**config.mk**
```make
export PLATFORM = sky130hd
export DESIGN_NAME = sapc_port
export DESIGN_NICKNAME = d
export VERILOG_FILES = /design/src/sapc_pkg.sv /design/src/sapc_port.sv
export SDC_FILE = /design/constraint.sdc
export NUM_CORES = 1
export LEC_CHECK = 0
export BUFFER_PORTS_ARGS = -buffer_cell sky130_fd_sc_hd__buf_2
export CAP_MARGIN = 10
export CORE_AREA = 2 2 94 96
export CTS_CLUSTER_SIZE = 8
export DETAILED_ROUTE_END_ITERATION = 10
export DIE_AREA = 0 0 96 98
export GPL_TIMING_DRIVEN = 0
export PLACE_DENSITY = 0.6
export SETUP_SLACK_MARGIN = 0.3
export SYNTH_ARGS = -nofsm -noshare
export SYNTH_HDL_FRONTEND = slang
export SYNTH_SLANG_ARGS = --single-unit
export TNS_END_PERCENT = 30
```
**constraint.sdc**
```tcl
create_clock -name ref_clk_in -period 4.01 [get_ports ref_clk_in]
set_input_delay 0.401 -clock ref_clk_in [delete_from_list [all_inputs] [get_ports ref_clk_in]]
set_output_delay 0.401 -clock ref_clk_in [all_outputs]
set_load 0.05 [all_outputs]
```
**src/sapc_pkg.sv**
```systemverilog
// Purpose: Shared constants and types for the converter control port.
// Assumes: System clock 50 MHz; host pins synchronous to it.
// Notes: Timing, latch, reset and filler numbers of the block live here.
package sapc_pkg;
    // System clock period
    localparam int CLK_PERIOD_NS = 20;
    // Result width
    localparam int RES_W = 16;
    // Resolving edges per conversion
    localparam int CONV_EDGES = 16;
    // Edge count on which the result is latched
    localparam logic [4:0] LATCH_EDGE = 5'h11;
    // Data valid time after strobe falls
    localparam int DATA_VALID_NS = 40;
    // Longest data delay in system cycles, rounded down
    localparam int DATA_VALID_CYC = (DATA_VALID_NS / CLK_PERIOD_NS) < 1 ?
        1 : (DATA_VALID_NS / CLK_PERIOD_NS);
    // Reset values
    localparam logic [15:0] RESULT_RST = 16'h0000;
    localparam logic [15:0] SAR_RST = 16'h0000;
    // Filler on the upper lanes during byte reads
    localparam logic [7:0] UPPER_FILL = 8'h00;
    // Control state of the converter
    typedef enum logic [1:0] {
        SAPC_IDLE,
        SAPC_ARMED,
        SAPC_CONVERT
    } sapc_state_t;
    // Read port pins from the host
    typedef struct packed {
        logic chip_sel_n;
        logic read_strobe_n;
        logic half_word_sel;
    } sapc_rd_port_t;
endpackage

```
**src/sapc_port.sv**
```systemverilog
// Purpose: Conversion control and parallel read port of a 16-bit SAR.
// Assumes: Host conversion clock and start strobe sampled by ref_clk_in; read strobe drives the bus enable directly.
// Notes: Comparator decides each trial code held on dac_code_out.
`timescale 1ns/10ps
module sapc_port (
    input wire logic ref_clk_in,
    input wire logic rstn_in,
    input wire logic conv_clk_in,
    input wire logic conv_start_n_in,
    input wire sapc_pkg::sapc_rd_port_t rd_port_in,
    input wire logic comp_in,
    output logic hold_out,
    output logic busy_out,
    output logic [15:0] dac_code_out,
    output logic [15:0] out_bus_out,
    output logic out_bus_oe_out
);
    // Registers
    sapc_pkg::sapc_state_t state_q; // Converter state
    logic conv_clk_prev_q; // Last conversion clock level
    logic start_prev_q; // Last start level
    logic [4:0] edge_cnt_q; // Conversion edges seen
    logic [15:0] sar_q; // Trial and decided bits
    logic [15:0] result_q; // Output register
    logic [15:0] out_q; // Registered bus data
    logic busy_q; // Busy flag
    logic hold_q; // Hold switch state
    // Events
    logic conv_rise; // Conversion clock rising edge
    logic start_fall; // Start falling edge
    logic start_ok; // Accepted start
    logic latch_evt; // Result latch edge
    logic [3:0] bit_idx; // Bit being decided

    // Rising edge of the host clock
    assign conv_rise = conv_clk_in & ~conv_clk_prev_q;
    // Falling edge of the start strobe
    assign start_fall = ~conv_start_n_in & start_prev_q;
    // Accept only with select low and no conversion running
    assign start_ok = start_fall & ~rd_port_in.chip_sel_n &
        (state_q == sapc_pkg::SAPC_IDLE);
    // Seventeenth edge ends the conversion
    assign latch_evt = (state_q == sapc_pkg::SAPC_CONVERT) & conv_rise &
        (edge_cnt_q == (sapc_pkg::LATCH_EDGE - 5'h01));
    // Bit decided on edge n+1 is bit 16-n
    assign bit_idx = 4'(5'h10 - edge_cnt_q);

    // Edge detector history
    always_ff @(posedge ref_clk_in) begin
        if (!rstn_in) begin
            conv_clk_prev_q <= 1'b0;
            start_prev_q <= 1'b1;
        end else begin
            conv_clk_prev_q <= conv_clk_in;
            start_prev_q <= conv_start_n_in;
        end
    end

    // Converter sequencing
    always_ff @(posedge ref_clk_in) begin
        if (!rstn_in) begin
            state_q <= sapc_pkg::SAPC_IDLE;
            edge_cnt_q <= 5'h00;
        end else begin
            unique case (state_q)
                // Waiting for a start
                sapc_pkg::SAPC_IDLE: begin
                    if (start_ok) begin
                        state_q <= sapc_pkg::SAPC_ARMED;
                        edge_cnt_q <= 5'h00;
                    end
                end
                // First rising edge is cycle one
                sapc_pkg::SAPC_ARMED: begin
                    if (conv_rise) begin
                        state_q <= sapc_pkg::SAPC_CONVERT;
                        edge_cnt_q <= 5'h01;
                    end
                end
                // Sixteen decisions then latch
                sapc_pkg::SAPC_CONVERT: begin
                    if (latch_evt) begin
                        // Ready for the next frame right after the latch
                        state_q <= sapc_pkg::SAPC_IDLE;
                        edge_cnt_q <= 5'h00;
                    end else if (conv_rise) begin
                        edge_cnt_q <= edge_cnt_q + 5'h01;
                    end
                end
                // Unused code falls back to waiting
                default: begin
                    state_q <= sapc_pkg::SAPC_IDLE;
                    edge_cnt_q <= 5'h00;
                end
            endcase
        end
    end

    // Successive approximation register
    always_ff @(posedge ref_clk_in) begin
        if (!rstn_in) begin
            sar_q <= sapc_pkg::SAR_RST;
        end else if (state_q == sapc_pkg::SAPC_ARMED && conv_rise) begin
            // Cycle one puts the first trial
            sar_q <= 16'h8000;
        end else if (state_q == sapc_pkg::SAPC_CONVERT && conv_rise) begin
            // Keep or drop the trial bit, then try the next one
            sar_q[bit_idx] <= comp_in;
            if (bit_idx != 4'h0) begin
                sar_q[bit_idx - 4'h1] <= 1'b1;
            end
        end
    end

    // Output register in two's complement
    always_ff @(posedge ref_clk_in) begin
        if (!rstn_in) begin
            result_q <= sapc_pkg::RESULT_RST;
        end else if (latch_evt) begin
            // Offset binary to two's complement, last bit included
            result_q <= {~sar_q[15], sar_q[14:1], comp_in};
        end
    end

    // Busy flag
    always_ff @(posedge ref_clk_in) begin
        if (!rstn_in) begin
            busy_q <= 1'b0;
        end else if (start_ok) begin
            busy_q <= 1'b1;
        end else if (latch_evt) begin
            busy_q <= 1'b0;
        end
    end

    // Sample and hold switch
    always_ff @(posedge ref_clk_in) begin
        if (!rstn_in) begin
            hold_q <= 1'b0;
        end else if (start_ok) begin
            hold_q <= 1'b1;
        end else if (latch_evt) begin
            hold_q <= 1'b0;
        end
    end

    // Bus data, whole word or upper byte on low lanes
    always_ff @(posedge ref_clk_in) begin
        if (!rstn_in) begin
            out_q <= sapc_pkg::RESULT_RST;
        end else if (rd_port_in.half_word_sel) begin
            out_q <= {sapc_pkg::UPPER_FILL, result_q[15:8]};
        end else begin
            out_q <= result_q;
        end
    end

    // Drivers
    assign out_bus_oe_out = ~rd_port_in.chip_sel_n &
        ~rd_port_in.read_strobe_n;
    assign out_bus_out = out_q;
    assign busy_out = busy_q;
    assign hold_out = hold_q;
    assign dac_code_out = sar_q;

    // Rises seen since the accepted start, kept apart from the sequencer
    logic [4:0] rise_seen_q;

    // Independent count of conversion clock rises while busy
    always_ff @(posedge ref_clk_in) begin
        if (!rstn_in || start_ok) begin
            rise_seen_q <= 5'h00;
        end else if (busy_q && conv_rise && rise_seen_q != 5'h1f) begin
            rise_seen_q <= rise_seen_q + 5'h01;
        end
    end
endmodule

```
==> results of run 1 <==
==> registers in the layout, indices dropped and copies added (netlist names) <==
name,count
state_q,2
conv_clk_prev_q,1
result_q,16
hold_out,1
out_bus_out,16
dac_code_out,16
start_prev_q,1
edge_cnt_q,5
==> power by group <==
| group | switching [mW] | internal [mW] | total [mW] | leakage, nW |
|---|---|---|---|---|
| registers | 0.0116 | 0.589 | 0.601 | 0.468 |
| logic | 0.166 | 0.0916 | 0.257 | 0.793 |
| clock network | 0.248 | 0.368 | 0.615 | 0.109 |
==> cell families after synthesis <==
| group | after synthesis |
|---|---|
| AO/OA/AOI/OAI | 86 |
| XOR/XNOR | 1 |
| adder cells (fa/ha/maj) | 7 |
| buffers and inverters | 30 |
| flip-flops | 58 |
| multiplexers | 18 |
| AND/OR/NAND/NOR | 135 |
==> layout by cell type (no fill, tap or decap), types with 2 or more instances in the layout <==
cell type / n
a211oi_1: 2
o21ai_1: 3
o21ai_2: 2
nor3b_1: 3
nand2b_1: 7
inv_1: 7
and3b_1: 2
mux2i_1: 16
clkbuf_1: 11
o31ai_1: 2
o21ai_0: 17
nor3_1: 5
and3_1: 2
clkinvlp_4: 2
o2bb2ai_1: 2
clkbuf_8: 10
dfxtp_1: 58
a21oi_1: 17
a31oi_1: 4
bufinv_16: 2
and2_1: 10
nand3_1: 7
a21boi_0: 15
a21boi_1: 2
o221a_2: 2
a41oi_1: 2
buf_4: 2
nor4_1: 3
nor2b_1: 16
buf_6: 2
buf_2: 49
o21a_1: 2
ha_1: 7
nor2_1: 22
nand2_1: 50
nor2_2: 2
==> area by class of cell <==
| cell class | instances | area [um^2] | share of cell area [%] |
|---|---|---|---|
| clock buffers | 10 | 138 | 4.01 |
| inverters | 7 | 26.3 | 0.765 |
| well taps | 108 | 135 | 3.93 |
| repair buffers | 41 | 205 | 5.97 |
| plain buffers | 23 | 119 | 3.46 |
| clock inverters | 6 | 88.8 | 2.59 |
| flip-flops and latches | 58 | 1160 | 33.8 |
| multi-input cells | 247 | 1560 | 45.5 |
==> metrics by stage <==
stage | setup WS, ns | utilization (%)
finish | 1.41 | 40.6
CTS | 1.42 | 40.6
floorplan | 1.87 | -
global placement | 1.47 | 37.9
global route | 1.20 | 40.6
detailed placement | 1.46 | 37.9
==> worst min-delay path by stage <==
stage	to	slack (ns)	cells past startpoint
after floorplan	result_q[7]	0.44	2
after global placement	result_q[10]	0.45	2
after detailed placement	result_q[7]	0.46	2
after CTS	start_prev_q	0.25	2
after global routing	start_prev_q	0.27	2
final	start_prev_q	0.27	2
==> per-layer routing <==
layer / vias up / track usage [%] / wire length, um
met5: - / 0 / 0
met4: 0 / 7.69 / 150
met3: 13 / 2.78 / 343
met2: 75 / 26.0 / 3410
met1: 1189 / 21.6 / 3330
li1: 1267 / - / -
==> flow_summary.toml, run 1 <==
[finish]
n_antenna_cell = 0
syn_to_final_growth_pct = 19.8
fin_cells = 500
drive_above_1_share_pct = 21.7
final_area_um2 = 3440
fill_cells = 874
nets = 402

[clock_tree]
cts-hold-fix-buffers = 0
cts_tree = "yes"
post-cts-setup-buffers = 0
clock_latency_ns = 0.34
cts.htree.levels = 3
cts.clk_slew.worst_paths_ns = 0.07
cts_buffer_depth = 2
tritoncts.num_buffers = 9
root_buffer = "clkbuf_8"
cts_resized = 0
cts.sinks = 58

[worst_setup_path]
slowest_delay_ns = 0.49
slowest_stage = "dfxtp_1"
r2r-start = "edge_cnt_q[0]"
r2r_cells = 9
crit_path_end = "dac_code_out[10]"
cp_num_cells = 9
crit_family = "simple AND/OR/NAND/NOR gates"
setup.worst_path.start_class = "flop"
r2r_slack_ns = 1.41
path_buf_inv = 3
cp-end-kind = "flop"
crit_fanout = 10
crit_chain = "buf_2 -> inv_1 -> ha_1 -> buf_2 -> o31a_1 -> nor3_1 -> nand2_1 -> and3_1 -> nor3_1"
critical_path_required_ns = 4.27
r2r_end = "dac_code_out[10]"
cp-startpoint = "edge_cnt_q[0]"
critPathKind = "reg2reg"
worstPathArrival_ns = 2.85

[logic_synthesis]
synth_simple_gate_area_share_pct = 23.6
synth-compound-area-share_pct = 21.1
synthFlopType = "dfxtp_1"
synth_top_area_share_pct = 40.5
synth_xor_area_share_pct = 0.305
synth_top_family_by_area = "simple AND/OR/NAND/NOR gates"
synth_edf_count = 0
ys_top_cells_by_count = "dfxtp_1 (58), nand2_1 (50), nor2_1 (22), a21oi_1 (17), o21ai_0 (17)"
netlist_top_cells_area = "dfxtp_1 (40%), nand2_1 (6.5%), mux2i_1 (5.6%), a21boi_0 (3.9%), nor2b_1 (3.5%)"
synth_fa_ha_area_share_pct = 3.05
netlist_area_um2 = 2870
synth_cells = 335
synthArstFlopShare_pct = 0
synth_top_cell_by_area = "dfxtp_1"
synth_most_common_cell = "dfxtp_1"
ys_seq_area_share_pct = 40.5
synth_fp_nets = 350
ys_seq_elements = 58
synthMuxAreaShare_pct = 6.37
yosys_warnings = 0
netlist-cell-type-count = 56
syn-mean-instance-area_um2 = 8.56

[drt]
vias = 2544
drtIter0Drc = 153
wire_per_inst_um = 14.5
via_per_inst = 5.09
wirelength_mm = 7.23
postRouteAntennaNets = 0
drt_pass1_iterations = 5
drcViolationCount = 0

[placed_design]
placed_area_um2 = 3210
hpwl_mm = 5.35
dp_cells = 484
port_buffers = 41
gp_congestion = 0.884

[sta]
finalSetupViolations = 0
whs_ns = 0.265
slew-limit-headroom_pct = 59.3
finClkSkew_ns = 0.0123
slew_violations = 0
final.period_utilization_pct = 64.7
clock.fmax_mhz = 385
period_needed_ns = 2.60
hold_violations = 0
tightest_slew_ns = 0.611
tns_ns = 0
rsz0062_at_grt = "false"

[floorplan]
fp.dieW_um = 96
coreArea_um2 = 8470
io_pins = 43
die_y_um = 98
dieArea_um2 = 9410
placementRows = 34
start_util_pct = 33.9

[power_and_ir_drop]
powerDensity_nw_per_um2 = 429
finalPower_mw = 1.47
peakVddDrop_mv = 0.133
leakagePower_nw = 1.37

[global_routing]
grt.overflow.total = 0
grt_pass1_wl_mm = 12.1
grtUsageTotal_pct = 16.5
grt_pass1_vias = 2428
antenna_found_initial = 0
grt_max_degree = 12

[run]
max_cap_viol_count = 0

[worst_hold_path]
hold_start = "conv_start_n_in"
hold_path_class = "in2reg"

[status]
status = "completed"
No activity file was read; power rests on OpenSTA's default activity.
==> run 2: changes to the inputs <==
Settings changed: PLACE_DENSITY 0.6 to 0.61.
Clock period 4.01 ns to 2.16 ns, I/O delays scaled along.
==> run 2 against run 1 <==
Clock power is 74% higher. Die area stayed put. Utilization is 3.0 points higher. Via count is 2.2% higher. Largest cell class unchanged. Clock-buffer cell count is 1 higher. Design area is 7.4% higher. Sequential share of layout area is 2.2 points lower. Register-to-register slack worse by 1.2 ns. Non-clock buffer count is 12 higher. Critical endpoint is now dac_code_out[4].
==> flow_summary.toml, run 2 (synthesis gave the netlist of run 1 again) <==
[power_and_ir_drop]
powerDensity_nw_per_um2 = 745
internal_power_mw = 1.94
peakVddDrop_mv = 0.283
clkPwrFrac_pct = 38.8
share_comb_of_total_power_pct = 20.6
netSwitchingFraction_pct = 29.6
leakagePower_nw = 1.49
switching_power_mw = 0.813
pwr-share-seq_pct = 40.6

[worst_setup_path]
crit_fanout = 6
critical_path_required_ns = 2.37
crit_chain = "buf_8 -> inv_4 -> ha_4 -> nor4bb_4 -> a21oi_2 -> mux2_4 -> a311oi_2 -> a211oi_2"
worstPathArrival_ns = 2.13
r2r_cells = 8
slowest_delay_ns = 0.35
cp-end-kind = "flop"
slowest_stage = "dfxtp_4"
setup.worst_path.start_class = "flop"
critPathKind = "reg2reg"

[drt]
drt-met1-wl_mm = 3.30
wirelength_mm = 7.55
drtIter0Drc = 199
wl_met3_um = 437
drt_pass1_iterations = 4
vias = 2601
dr_wl_met2_mm = 3.65
drcViolationCount = 0
via_per_inst = 5.09
postRouteAntennaNets = 0
top_layer_used = "met4"
wire_per_inst_um = 14.8

[clock_tree]
cts_buffer_depth = 2
clock_latency_ns = 0.33
cts.sinks = 58
cts.clk_slew.worst_paths_ns = 0.07
root_buffer = "clkbuf_8"
cts_tree = "yes"
cts-hold-fix-buffers = 0
tritoncts.num_buffers = 9
cts.htree.levels = 3

[run]
max_cap_viol_count = 0

[placed_design]
port_buffers = 41
hpwl_mm = 5.38
gp_congestion = 0.873
post-place-ws_ns = 0.119

[sta]
clock.fmax_mhz = 521
tightest_slew_ns = 0.603
tns_ns = 0
finClkSkew_ns = 0.0122
fin_ws_ns = 0.241
hold_violations = 0
slew_violations = 0
finalSetupViolations = 0
final.period_utilization_pct = 88.9
period_needed_ns = 1.92
slew-limit-headroom_pct = 59.8
rsz0062_at_grt = "true"

[finish]
final_cell_mix = "dfxtp_1 (55), nand2_1 (49), buf_2 (46), nor2_1 (22), o21ai_0 (17)"
syn_to_final_growth_pct = 28.6
nets = 414
final_common_cell = "dfxtp_1"
drive_above_1_share_pct = 30.3
n_antenna_cell = 0

[global_routing]
grt.overflow.total = 0
grt_max_degree = 11
grtUsageTotal_pct = 16.5
grt_pass1_vias = 2458
antenna_found_initial = 0
grt_pass1_wl_mm = 12.1

[floorplan]
dieArea_um2 = 9410
start_util_pct = 33.9
fp.dieW_um = 96
die_y_um = 98
io_pins = 43
placementRows = 34
coreArea_um2 = 8470

[status]
status = "completed"

[worst_hold_path]
hold_path_class = "in2reg"
hold_depth = 2
## run 2: through the flow
step | hold slack, ns | instances | power [mW] | area (um^2) | util, %
after floorplan | 0.317 | 335 | 1.52 | 2900 | -
after global placement | 0.419 | 484 | 1.62 | 3240 | 38.3
after detailed placement | 0.427 | 484 | 1.63 | 3240 | 38.3
after CTS | 0.0858 | 505 | 2.71 | 3550 | 41.9
after global routing | 0.108 | 511 | 2.86 | 3690 | 43.6
final | 0.0874 | 511 | 2.75 | 3690 | 43.6
## run 2: final timing paths
kind	slack, ns	start	to
max	0.24	edge_cnt_q[0]	dac_code_out[4]
max reg2reg	0.24	edge_cnt_q[0]	dac_code_out[4]
min reg2reg	0.47	result_q[3]	result_q[3]
min	0.09	conv_start_n_in	start_prev_q
## run 2: cell type report
cell class / count / area (um^2)
multi-input combinational: 247 / 1700
inverter: 7 / 31.3
sequential: 58 / 1170
clock buffer: 11 / 163
fill: 851 / 4780
tap: 108 / 135
clock inverter: 4 / 48.8
timing repair buffer: 53 / 295
buffer: 23 / 148
## run 2: layer usage
layer / global-route usage, % / up-vias
met5: 0 / -
met4: 7.91 / 0
met3: 3.70 / 14
met2: 25.6 / 82
met1: 21.5 / 1220
li1: - / 1285
## run 2: power by group through the flow
stage	Sequential (mW)	Clock (mW)	Combinational (mW)
global placement	1.14	0	0.479
floorplan	1.16	0	0.358
finish	1.12	1.07	0.566
detailed placement	1.14	0	0.489
global route	1.12	1.12	0.616
CTS	1.11	1.08	0.518
## run 2: timing repair
item / 4_1_cts / 5_1_grt
pin swaps: 2 / 6
gates resized for setup: 11 / 26
endpoints found under the setup margin: 28 / 32
setup buffers: 6 / 6
## run 2: critical path: cells and delay by family, from the launching register on
family          cells  cell delay [ns]
compound gates      3             0.42
flops               1             0.35
mux                 1             0.32
simple gates        1             0.29
fa+ha+maj           1             0.23
buf+inv             2             0.18
